<file path="config.mk">
export PLATFORM = sky130hd
export DESIGN_NAME = can_irq_filter
export DESIGN_NICKNAME = d
export VERILOG_FILES = /design/src/pkg/can_filter_pkg.sv /design/src/verilog/rx_store_mem.sv /design/src/verilog/can_irq_filter.sv
export SDC_FILE = /design/constraint.sdc
export NUM_CORES = 1
export LEC_CHECK = 0
export ABC_AREA = 1
export BUFFER_PORTS_ARGS = -buffer_cell sky130_fd_sc_hd__buf_4
export CAP_MARGIN = 20
export CORE_MARGIN = 2
export CORE_UTILIZATION = 59
export CTS_BUF_LIST = sky130_fd_sc_hd__clkbuf_8 sky130_fd_sc_hd__clkbuf_16
export DETAILED_ROUTE_END_ITERATION = 10
export GPL_ROUTABILITY_DRIVEN = 0
export PLACE_DENSITY_LB_ADDON = 0.05
export SLEW_MARGIN = 5
export SYNTH_ARGS = -nofsm -noshare
export SYNTH_HDL_FRONTEND = slang
export SYNTH_HIERARCHICAL = 1
export SYNTH_SLANG_ARGS = --single-unit
</file>
<file path="constraint.sdc">
create_clock -name pclk -period 2.2 [get_ports pclk]
set_input_delay 0.11 -clock pclk [delete_from_list [all_inputs] [get_ports pclk]]
set_output_delay 0.11 -clock pclk [all_outputs]
set_load 0.05 [all_outputs]
</file>
<file path="src/pkg/can_filter_pkg.sv">
/*
 * Register map, field positions and reset values for the CAN event flag
 * and acceptance filter block.
 * Assumes word-aligned APB access: byte address = 4 * register index.
 */
package can_filter_pkg;

	// Register indices; byte address is four times the index
	localparam logic [5:0] IDX_CONTROL     = 6'h00;
	localparam logic [5:0] IDX_COMMAND     = 6'h01;
	localparam logic [5:0] IDX_STATUS      = 6'h02;
	localparam logic [5:0] IDX_EVENT_FLAGS = 6'h03;
	localparam logic [5:0] IDX_FILTER_CODE = 6'h04;
	localparam logic [5:0] IDX_FILTER_MASK = 6'h05;
	localparam logic [5:0] IDX_RX_WINDOW   = 6'h14;

	// control_reg fields
	localparam int CTL_TEST_MODE = 7;
	localparam int CTL_REF_OE    = 5;
	localparam int CTL_OVR_IE    = 4;
	localparam int CTL_ERR_IE    = 3;
	localparam int CTL_TX_IE     = 2;
	localparam int CTL_RX_IE     = 1;
	localparam int CTL_RESET_REQ = 0;

	// command_reg fields
	localparam int CMD_IN0_SEL = 7;
	localparam int CMD_IN1_SEL = 6;
	localparam int CMD_SLEEP   = 4;
	localparam int CMD_CLR_OVR = 3;
	localparam int CMD_RELEASE = 2;
	localparam int CMD_ABORT   = 1;
	localparam int CMD_TX_REQ  = 0;

	// status_reg fields
	localparam int ST_BUS_OFF  = 7;
	localparam int ST_WARNING  = 6;
	localparam int ST_TX_BUSY  = 5;
	localparam int ST_RX_BUSY  = 4;
	localparam int ST_TX_DONE  = 3;
	localparam int ST_TX_FREE  = 2;
	localparam int ST_OVERRUN  = 1;
	localparam int ST_RX_FULL  = 0;

	// event_flags fields
	localparam int FLAG_W      = 5;
	localparam int FLG_WAKE    = 4;
	localparam int FLG_OVERRUN = 3;
	localparam int FLG_ERROR   = 2;
	localparam int FLG_TX      = 1;
	localparam int FLG_RX      = 0;

	// Reset values
	localparam logic [7:0] FILTER_CODE_RST = 8'h00;
	localparam logic [7:0] FILTER_MASK_RST = 8'h00;
	localparam logic [5:0] STAT_HI_RST     = 6'h03;
	localparam logic [3:0] IE_RST          = 4'h0;

endpackage

</file>
<file path="src/verilog/rx_store_mem.sv">
/*
 * Byte store holding the two receive buffers.
 * Assumes one writer and one reader on the same clock; read data is
 * registered, so it is valid one cycle after the address.
 */
`timescale 1ns/1ps
module rx_store_mem #(
	parameter int ADDR_W = 5
) (
	input  wire logic              clk,
	input  wire logic              we,
	input  wire logic [ADDR_W-1:0] waddr,
	input  wire logic [7:0]        wdata,
	input  wire logic [ADDR_W-1:0] raddr,
	output logic      [7:0]        rdata
);

	logic [7:0] mem_q [0:(1<<ADDR_W)-1];

	always_ff @(posedge clk) begin
		if (we) begin
			mem_q[waddr] <= wdata;
		end
	end

	always_ff @(posedge clk) begin
		rdata <= mem_q[raddr];
	end

endmodule

</file>
<file path="src/verilog/can_irq_filter.sv">
/*
 * CAN event flags, acceptance filter and double receive buffer with an
 * APB register slave.
 * Assumes the protocol engine inputs run on pclk (no synchronisers) and
 * that APB follows the usual setup/access sequence.
 */
// Decided for this implementation: the APB interface to the registers.
`timescale 1ns/1ps
module can_irq_filter
	import can_filter_pkg::*;
#(
	parameter int RX_BUF_BYTES = 16
) (
	input  wire logic        pclk,
	input  wire logic        presetn,
	input  wire logic        psel,
	input  wire logic        penable,
	input  wire logic        pwrite,
	input  wire logic [7:0]  paddr,
	input  wire logic [31:0] pwdata,
	output logic      [31:0] prdata,
	output logic             pready,
	output logic             pslverr,
	input  wire logic        msg_start,
	input  wire logic [7:0]  frame_tag_bits,
	input  wire logic        msg_self_tx,
	input  wire logic        rx_byte_valid,
	input  wire logic [7:0]  rx_byte,
	input  wire logic        msg_done,
	input  wire logic        msg_abort,
	input  wire logic        bus_off_in,
	input  wire logic        error_warning_in,
	input  wire logic        tx_active_in,
	input  wire logic        rx_active_in,
	input  wire logic        tx_done_in,
	input  wire logic        tx_buffer_free_in,
	input  wire logic        bus_wake,
	input  wire logic        ext_reset_req,
	output logic             can_cpu_interrupt,
	output logic             reset_request,
	output logic             test_mode_ctl,
	output logic             reference_output_enable,
	output logic             input0_select,
	output logic             input1_select,
	output logic             sleep_cmd,
	output logic             abort_tx_cmd,
	output logic             tx_request_cmd
);

	localparam int IDX_W = $clog2(RX_BUF_BYTES);

	logic [5:0]        reg_idx;
	logic              setup_ph;
	logic              access_ph;
	logic              done_ph;
	logic              wr_ctl;
	logic              wr_cmd;
	logic              wr_filt;
	logic              in_window;
	logic              mapped;
	logic [7:0]        rd_val;
	logic [5:0]        win_off;

	logic              ext_q;
	logic [3:0]        ie_q;
	logic [7:0]        filter_code_q;
	logic [7:0]        filter_mask_q;
	logic [5:0]        stat_q;
	logic [5:0]        stat_d;
	logic              dov_q;
	logic              rbs_q;
	logic [FLAG_W-1:0] flags_q;
	logic [FLAG_W-1:0] flags_d;
	logic [FLAG_W-1:0] flag_set;
	logic [FLAG_W-1:0] flag_clr;

	logic              accept;
	logic              acc_full;
	logic              commit;
	logic              release_ev;
	logic              clr_ovr;
	logic              wake_ev;
	logic              storing_q;
	logic              self_q;
	logic [IDX_W:0]    idx_q;
	logic [1:0]        cnt_q;
	logic              wr_buf_q;
	logic              rd_buf_q;
	logic              mem_we;
	logic [IDX_W:0]    mem_raddr;
	logic [7:0]        mem_rdata;

	// APB decode; one wait state gives the buffer memory time to answer
	assign reg_idx   = paddr[7:2];
	assign setup_ph  = psel & ~penable;
	assign access_ph = psel & penable & ~pready;
	assign done_ph   = psel & penable & pready;
	assign win_off   = reg_idx - IDX_RX_WINDOW;
	assign in_window = (reg_idx >= IDX_RX_WINDOW) && (win_off < 6'(RX_BUF_BYTES));
	assign mapped    = (reg_idx <= IDX_FILTER_MASK) | in_window;
	assign wr_ctl    = done_ph & pwrite & (reg_idx == IDX_CONTROL);
	assign wr_cmd    = done_ph & pwrite & (reg_idx == IDX_COMMAND) & ~reset_request;
	assign wr_filt   = done_ph & pwrite & reset_request;

	always_comb begin
		rd_val = 8'h00;
		unique case (reg_idx)
			IDX_CONTROL: begin
				rd_val = {test_mode_ctl, 1'b0, reference_output_enable, ie_q, reset_request};
			end
			IDX_COMMAND: begin
				// Clear-overrun and release read high while reset is requested
				rd_val = {input0_select, input1_select, 1'b0, sleep_cmd,
					reset_request, reset_request, abort_tx_cmd, tx_request_cmd};
			end
			IDX_STATUS: begin
				rd_val = {stat_q, dov_q, rbs_q};
			end
			IDX_EVENT_FLAGS: begin
				rd_val = {3'b000, flags_q};
			end
			IDX_FILTER_CODE: begin
				rd_val = reset_request ? filter_code_q : 8'h00;
			end
			IDX_FILTER_MASK: begin
				rd_val = reset_request ? filter_mask_q : 8'h00;
			end
			default: begin
				rd_val = in_window ? mem_rdata : 8'h00;
			end
		endcase
	end

	always_ff @(posedge pclk or negedge presetn) begin
		if (!presetn) begin
			pready  <= 1'b0;
			pslverr <= 1'b0;
			prdata  <= 32'h0000_0000;
		end else begin
			pready  <= access_ph;
			pslverr <= access_ph & ~mapped;
			if (access_ph) begin
				prdata <= {24'h00_0000, rd_val};
			end
		end
	end

	// Reset request: software, external reset or entering bus-off
	always_ff @(posedge pclk or negedge presetn) begin
		if (!presetn) begin
			reset_request <= 1'b1;
			ext_q         <= 1'b1;
		end else if (ext_reset_req) begin
			reset_request <= 1'b1;
			ext_q         <= 1'b1;
		end else if (bus_off_in & ~stat_q[ST_BUS_OFF - 2]) begin
			reset_request <= 1'b1;
		end else if (wr_ctl) begin
			reset_request <= pwdata[CTL_RESET_REQ];
			if (!pwdata[CTL_RESET_REQ]) begin
				ext_q <= 1'b0;
			end
		end
	end

	always_ff @(posedge pclk or negedge presetn) begin
		if (!presetn) begin
			test_mode_ctl <= 1'b0;
			ie_q          <= IE_RST;
		end else begin
			if (reset_request) begin
				test_mode_ctl <= 1'b0;
			end else if (wr_ctl) begin
				test_mode_ctl <= pwdata[CTL_TEST_MODE];
			end
			if (wr_ctl) begin
				ie_q <= pwdata[CTL_OVR_IE:CTL_RX_IE];
			end
		end
	end

	// Pin-facing defaults follow only an externally caused reset request
	always_ff @(posedge pclk or negedge presetn) begin
		if (!presetn) begin
			reference_output_enable <= 1'b1;
			input0_select           <= 1'b1;
			input1_select           <= 1'b1;
		end else if (reset_request & ext_q) begin
			reference_output_enable <= 1'b1;
			input0_select           <= 1'b1;
			input1_select           <= 1'b1;
		end else begin
			if (wr_ctl) begin
				reference_output_enable <= pwdata[CTL_REF_OE];
			end
			if (wr_cmd) begin
				input0_select <= pwdata[CMD_IN0_SEL];
				input1_select <= pwdata[CMD_IN1_SEL];
			end
		end
	end

	// Commands; abort and transmit request are one-cycle strobes
	assign wake_ev    = sleep_cmd & (reset_request | bus_wake | (wr_cmd & ~pwdata[CMD_SLEEP]));
	assign clr_ovr    = reset_request | (wr_cmd & pwdata[CMD_CLR_OVR]);
	assign release_ev = reset_request | (wr_cmd & pwdata[CMD_RELEASE]);

	always_ff @(posedge pclk or negedge presetn) begin
		if (!presetn) begin
			sleep_cmd      <= 1'b0;
			abort_tx_cmd   <= 1'b0;
			tx_request_cmd <= 1'b0;
		end else begin
			if (reset_request | bus_wake) begin
				sleep_cmd <= 1'b0;
			end else if (wr_cmd) begin
				sleep_cmd <= pwdata[CMD_SLEEP];
			end
			abort_tx_cmd   <= wr_cmd & pwdata[CMD_ABORT];
			tx_request_cmd <= wr_cmd & pwdata[CMD_TX_REQ];
		end
	end

	always_ff @(posedge pclk or negedge presetn) begin
		if (!presetn) begin
			filter_code_q <= FILTER_CODE_RST;
			filter_mask_q <= FILTER_MASK_RST;
		end else if (wr_filt) begin
			if (reg_idx == IDX_FILTER_CODE) begin
				filter_code_q <= pwdata[7:0];
			end
			if (reg_idx == IDX_FILTER_MASK) begin
				filter_mask_q <= pwdata[7:0];
			end
		end
	end

	// Status bits 7..2 as shown to software
	always_comb begin
		stat_d                 = '0;
		stat_d[ST_BUS_OFF - 2] = (reset_request & ext_q) ? 1'b0 : bus_off_in;
		stat_d[ST_WARNING - 2] = (reset_request & ext_q) ? 1'b0 : error_warning_in;
		stat_d[ST_TX_BUSY - 2] = reset_request ? 1'b0 : tx_active_in;
		stat_d[ST_RX_BUSY - 2] = reset_request ? 1'b0 : rx_active_in;
		stat_d[ST_TX_DONE - 2] = reset_request ? 1'b1 : tx_done_in;
		stat_d[ST_TX_FREE - 2] = reset_request ? 1'b1 : tx_buffer_free_in;
	end

	always_ff @(posedge pclk or negedge presetn) begin
		if (!presetn) begin
			stat_q <= STAT_HI_RST;
		end else begin
			stat_q <= stat_d;
		end
	end

	// Filter: mask one makes a position don't-care
	assign accept   = msg_start & ~reset_request &
		(((frame_tag_bits ^ filter_code_q) & ~filter_mask_q) == 8'h00);
	assign acc_full = accept & (cnt_q == 2'd2);
	// Own transmissions are dropped at the end; the slot is reused
	assign commit   = storing_q & msg_done & ~self_q & ~reset_request;
	// Top index bit marks a full buffer, so bytes past the end never wrap
	assign mem_we   = storing_q & rx_byte_valid & ~idx_q[IDX_W];

	always_ff @(posedge pclk or negedge presetn) begin
		if (!presetn) begin
			storing_q <= 1'b0;
			self_q    <= 1'b0;
			idx_q     <= '0;
		end else if (msg_done | msg_abort | reset_request) begin
			storing_q <= 1'b0;
		end else if (accept & ~acc_full) begin
			storing_q <= 1'b1;
			self_q    <= msg_self_tx;
			idx_q     <= '0;
		end else if (mem_we) begin
			// Excess bytes past the buffer end are discarded
			idx_q <= idx_q + {{IDX_W{1'b0}}, 1'b1};
		end
	end

	always_ff @(posedge pclk or negedge presetn) begin
		if (!presetn) begin
			cnt_q    <= 2'd0;
			wr_buf_q <= 1'b0;
			rd_buf_q <= 1'b0;
		end else if (reset_request) begin
			cnt_q    <= 2'd0;
			wr_buf_q <= 1'b0;
			rd_buf_q <= 1'b0;
		end else begin
			if (commit) begin
				wr_buf_q <= ~wr_buf_q;
			end
			if (release_ev & (cnt_q != 2'd0)) begin
				rd_buf_q <= ~rd_buf_q;
			end
			cnt_q <= cnt_q + {1'b0, commit} - {1'b0, release_ev & (cnt_q != 2'd0)};
		end
	end

	// Set wins over clear for both status bits
	always_ff @(posedge pclk or negedge presetn) begin
		if (!presetn) begin
			dov_q <= 1'b0;
			rbs_q <= 1'b0;
		end else begin
			if (acc_full) begin
				dov_q <= 1'b1;
			end else if (clr_ovr) begin
				dov_q <= 1'b0;
			end
			if (commit) begin
				rbs_q <= 1'b1;
			end else if (release_ev) begin
				rbs_q <= 1'b0;
			end
		end
	end

	// Event flags
	always_comb begin
		flag_set              = '0;
		flag_set[FLG_WAKE]    = wake_ev;
		flag_set[FLG_OVERRUN] = acc_full & ie_q[CTL_OVR_IE - 1];
		flag_set[FLG_ERROR]   = ie_q[CTL_ERR_IE - 1] &
			(stat_d[ST_BUS_OFF - 2:ST_WARNING - 2] != stat_q[ST_BUS_OFF - 2:ST_WARNING - 2]);
		flag_set[FLG_TX]      = ie_q[CTL_TX_IE - 1] & ~reset_request &
			stat_d[ST_TX_FREE - 2] & ~stat_q[ST_TX_FREE - 2];
		flag_set[FLG_RX]      = commit & ie_q[CTL_RX_IE - 1];
		// Only bits actually returned to the CPU are cleared
		flag_clr = '0;
		if (done_ph & ~pwrite & (reg_idx == IDX_EVENT_FLAGS)) begin
			flag_clr = prdata[FLAG_W-1:0];
		end
		if (reset_request) begin
			flag_clr[FLG_OVERRUN] = 1'b1;
			flag_clr[FLG_TX]      = 1'b1;
			flag_clr[FLG_RX]      = 1'b1;
		end
		flags_d = (flags_q & ~flag_clr) | flag_set;
	end

	always_ff @(posedge pclk or negedge presetn) begin
		if (!presetn) begin
			flags_q           <= '0;
			can_cpu_interrupt <= 1'b0;
		end else begin
			flags_q           <= flags_d;
			can_cpu_interrupt <= |flags_d;
		end
	end

	// CPU read of the buffer window; address issued in the setup cycle
	assign mem_raddr = {rd_buf_q, win_off[IDX_W-1:0]};

	rx_store_mem #(
		.ADDR_W(IDX_W + 1)
	) u_store (
		.clk  (pclk),
		.we   (mem_we),
		.waddr({wr_buf_q, idx_q[IDX_W-1:0]}),
		.wdata(rx_byte),
		.raddr(mem_raddr),
		.rdata(mem_rdata)
	);

endmodule

</file>
==> flow_metrics.py <==
metrics = {
    "outcome": {
        "outcome": "finished clean",
    },
    "placement": {
        "numPortBuffers": 66,
        "hpwl_um": 21600,
        "placed_cell_area_mm2": 0.0153,
    },
    "setup_path": {
        "crit_required_ns": 2.64,
        "path_delay_family": "buffers and inverters",
        "arrival_ns": 2.37,
        "worstPathBufferInverterCount": 2,
        "cp.depth": 7,
        "worstRegToRegCells": 7,
        "worstPathCellList": "nand3_1 > nor2_2 > buf_4 > nand2_2 > o21ai_0 > nand2_1 > dlygate4sd3_1",
        "worstSetupEndpointType": "flip-flop",
        "crit_fanout": 14,
        "cp_slowest_cell": "dlygate4sd3_1",
        "cp_slowest_stage_delay_ns": 0.56,
        "path_class": "reg -> reg",
        "start_kind": "flip-flop",
    },
    "die": {
        "pin_count": 117,
        "coreArea_mm2": 0.0242,
        "die_h_um": 160,
        "die_x_um": 160,
        "start_util": 0.597,
        "dieArea_mm2": 0.0257,
        "num_rows": 57,
    },
    "synth": {
        "syn_area_mm2": 0.0144,
        "yosys_register_bits": 328,
        "ys_types": 39,
        "synth_seq_area_share": 0.655,
        "yosysWarnings": 6,
        "async_flop_share": 0.195,
        "synth_edf_count": 256,
        "syn_area_per_cell_um2": 10.2,
        "synthFlopType": "edfxtp_1",
        "synth_cells": 1411,
    },
    "timing": {
        "worst_clock_skew_ns": 0.0121,
        "timing.fmax_ghz": 0.520,
        "rsz0062_at_grt": "false",
        "final-hold-violation-count": 0,
        "period_share": 0.874,
        "final-setup-viol-count": 0,
        "slew_violations": 0,
        "post-route-min-period_ns": 1.92,
        "hold_ws_ns": 0.0305,
        "relSlewSlack": 0.441,
        "tightest_slew_ns": 0.839,
        "tns_ns": 0,
    },
    "grt": {
        "antenna_found_initial": 0,
        "grt_first_pass_wirelength_um": 54300,
        "grt_max_degree": 65,
        "grt_pass1_vias": 9735,
        "grt_usage": 0.275,
        "grt_overflow": 0,
    },
    "power_and_ir_drop": {
        "power_frac_seq": 0.484,
        "power.share.combinational": 0.081,
        "clockPowerShare": 0.436,
        "leakagePower_uw": 0.00696,
        "internal_power_uw": 10800,
        "power.total_uw": 14100,
        "peakVddDrop_v": 0.000826,
        "p_sw_frac": 0.231,
        "switching_power_uw": 3250,
        "power_density_mw_per_mm2": 842,
    },
    "cells_and_area": {
        "design_area_mm2": 0.0167,
        "syn_to_final_growth_pct": 15.7,
        "finalNetCount": 1614,
        "diodes": 0,
        "nFillCells": 1811,
        "drive_gt1_frac": 0.137,
    },
    "hold_path": {
        "hold_depth": 4,
        "worstHoldPathType": "in -> reg",
    },
    "routing": {
        "viasPerCell": 5.45,
        "wl_per_cell_um": 18.3,
        "drt_iter0_markers": 1074,
        "first_pass_iters": 6,
        "vias": 10300,
        "drc": 0,
        "detail-route-antenna-nets": 0,
        "drt-total-wl_um": 34400,
    },
    "clock_tree": {
        "cts_tree": "built",
        "htree_num_levels": 2,
        "clkTransAtPathRegs_ns": 0.06,
        "cts.sinks": 328,
        "worstSkewPairLatency_ns": 0.52,
        "clock_path_buffers": 3,
        "ctsRootBufferMaster": "clkbuf_16",
        "cts-buffers-inserted": 36,
    },
    "run": {
        "cap_violations": 0,
    },
}
## sequential cells by signal, indices dropped and copies added, names as in the netlist, 2 cells and up
signal,count
filter_code_q,8
idx_q,5
u_store/mem_q,256
ie_q,4
flags_q,5
stat_q,6
prdata,8
cnt_q,2
u_store/rdata,8
filter_mask_q,8
## tightest hold or removal path, delay by kind of cell
| family | cells | cell delay [ns] |
|---|---|---|
| buffers and inverters | 2 | 0.28 |
| and+or+nand+nor | 2 | 0.10 |
## repair_timing
action	4_1_cts	5_1_grt
endpoints found under the setup margin	0	1
gates resized for setup	0	1
buffers inserted	0	0
hold buffers	23	0
endpoints found under the hold margin	99	0
## cells by family after synthesis
logic type	Yosys count	share of synthesized area
AND/OR/NAND/NOR	857	0.254
other	1	0.000260
buffers and inverters	163	0.0638
flip-flops	328	0.655
AO/OA/AOI/OAI	50	0.0185
XOR/XNOR	6	0.00364
adder cells (fa/ha/maj)	6	0.00520
## power groups by stage
| stage | Sequential (µW) | Combinational [µW] | Clock, µW |
|---|---|---|---|
| 6_report | 6800 | 1140 | 6130 |
| 3_5_place_dp | 6930 | 1100 | 0 |
| 2_1_floorplan | 7020 | 643 | 0 |
| 4_1_cts | 6800 | 1140 | 6200 |
| 5_1_grt | 6810 | 1240 | 6450 |
| 3_3_place_gp | 6930 | 1090 | 0 |
## synthesized netlist by cell type, types with 2 or more instances
library cell	number	area [µm²]
nand2_1	498	1870
edfxtp_1	256	7690
nand3_1	247	1240
nor2_1	75	282
inv_1	66	248
dfrtp_1	57	1430
buf_4	28	210
buf_6	24	270
o21ai_1	24	120
buf_2	20	100
inv_2	12	45.0
clkbuf_1	10	37.5
o21ai_0	10	50.1
a21oi_1	8	40.0
dfxtp_1	8	160
nor3_1	8	40.0
dfstp_2	7	184
nand4_1	7	43.8
ha_1	6	75.1
nand2_2	6	37.5
nor2_4	4	45.0
xor2_1	4	35.0
nand3b_1	3	22.5
or2_2	3	18.8
buf_1	2	7.51
nor2_2	2	12.5
nor2_8	2	40.0
o22ai_1	2	12.5
xnor2_1	2	17.5
## stage by stage
stage | utilization | cells | setup slack, ns
detailed placement | 0.632 | 1797 | 0.183
CTS | 0.691 | 1884 | 0.110
finish | 0.691 | 1884 | 0.277
floorplan | - | 1434 | 0.125
global route | 0.691 | 1884 | 0.129
global placement | 0.632 | 1797 | 0.210
## per-layer routing
metal / vias up / GRT usage / part of all wire
met2: 424 / 0.436 / 0.47
met3: 65 / 0.0424 / 0.081
li1: 4931 / - / -
met4: 0 / 0.0762 / 0.024
met1: 4844 / 0.401 / 0.43
met5: - / 0 / 0
## final timing paths
| kind | from | slack (ns) | to |
|---|---|---|---|
| max | pready | 0.28 | ext_q |
| min | penable | 0.03 | pready |
| max reg2reg | pready | 0.28 | ext_q |
| min reg2reg | u_store/rdata[6] | 0.48 | prdata[6] |
| max in group asynchronous | presetn | 1.41 | stat_q[5] |
| min in group asynchronous | presetn | 0.24 | filter_code_q[7] |
## cell type report
type	instances	area, µm²	share of cell area
Sequential cell	328	9460	0.566
Multi-Input combinational cell	943	4150	0.249
Timing Repair Buffer	146	1190	0.0713
Clock buffer	37	926	0.0554
Tap cell	324	405	0.0243
Inverter	79	298	0.0178
Clock inverter	27	278	0.0166
## placed cells by master, fill, tap and decap left out, types with 24 or more instances in the layout
cell type / instances
nand2_1: 497
edfxtp_1: 256
nand3_1: 247
buf_4: 120
nor2_1: 75
inv_1: 72
dfrtp_1: 57
clkbuf_16: 37
o21ai_1: 24
conb_1: 24
Power figures use the tool's default switching activity.
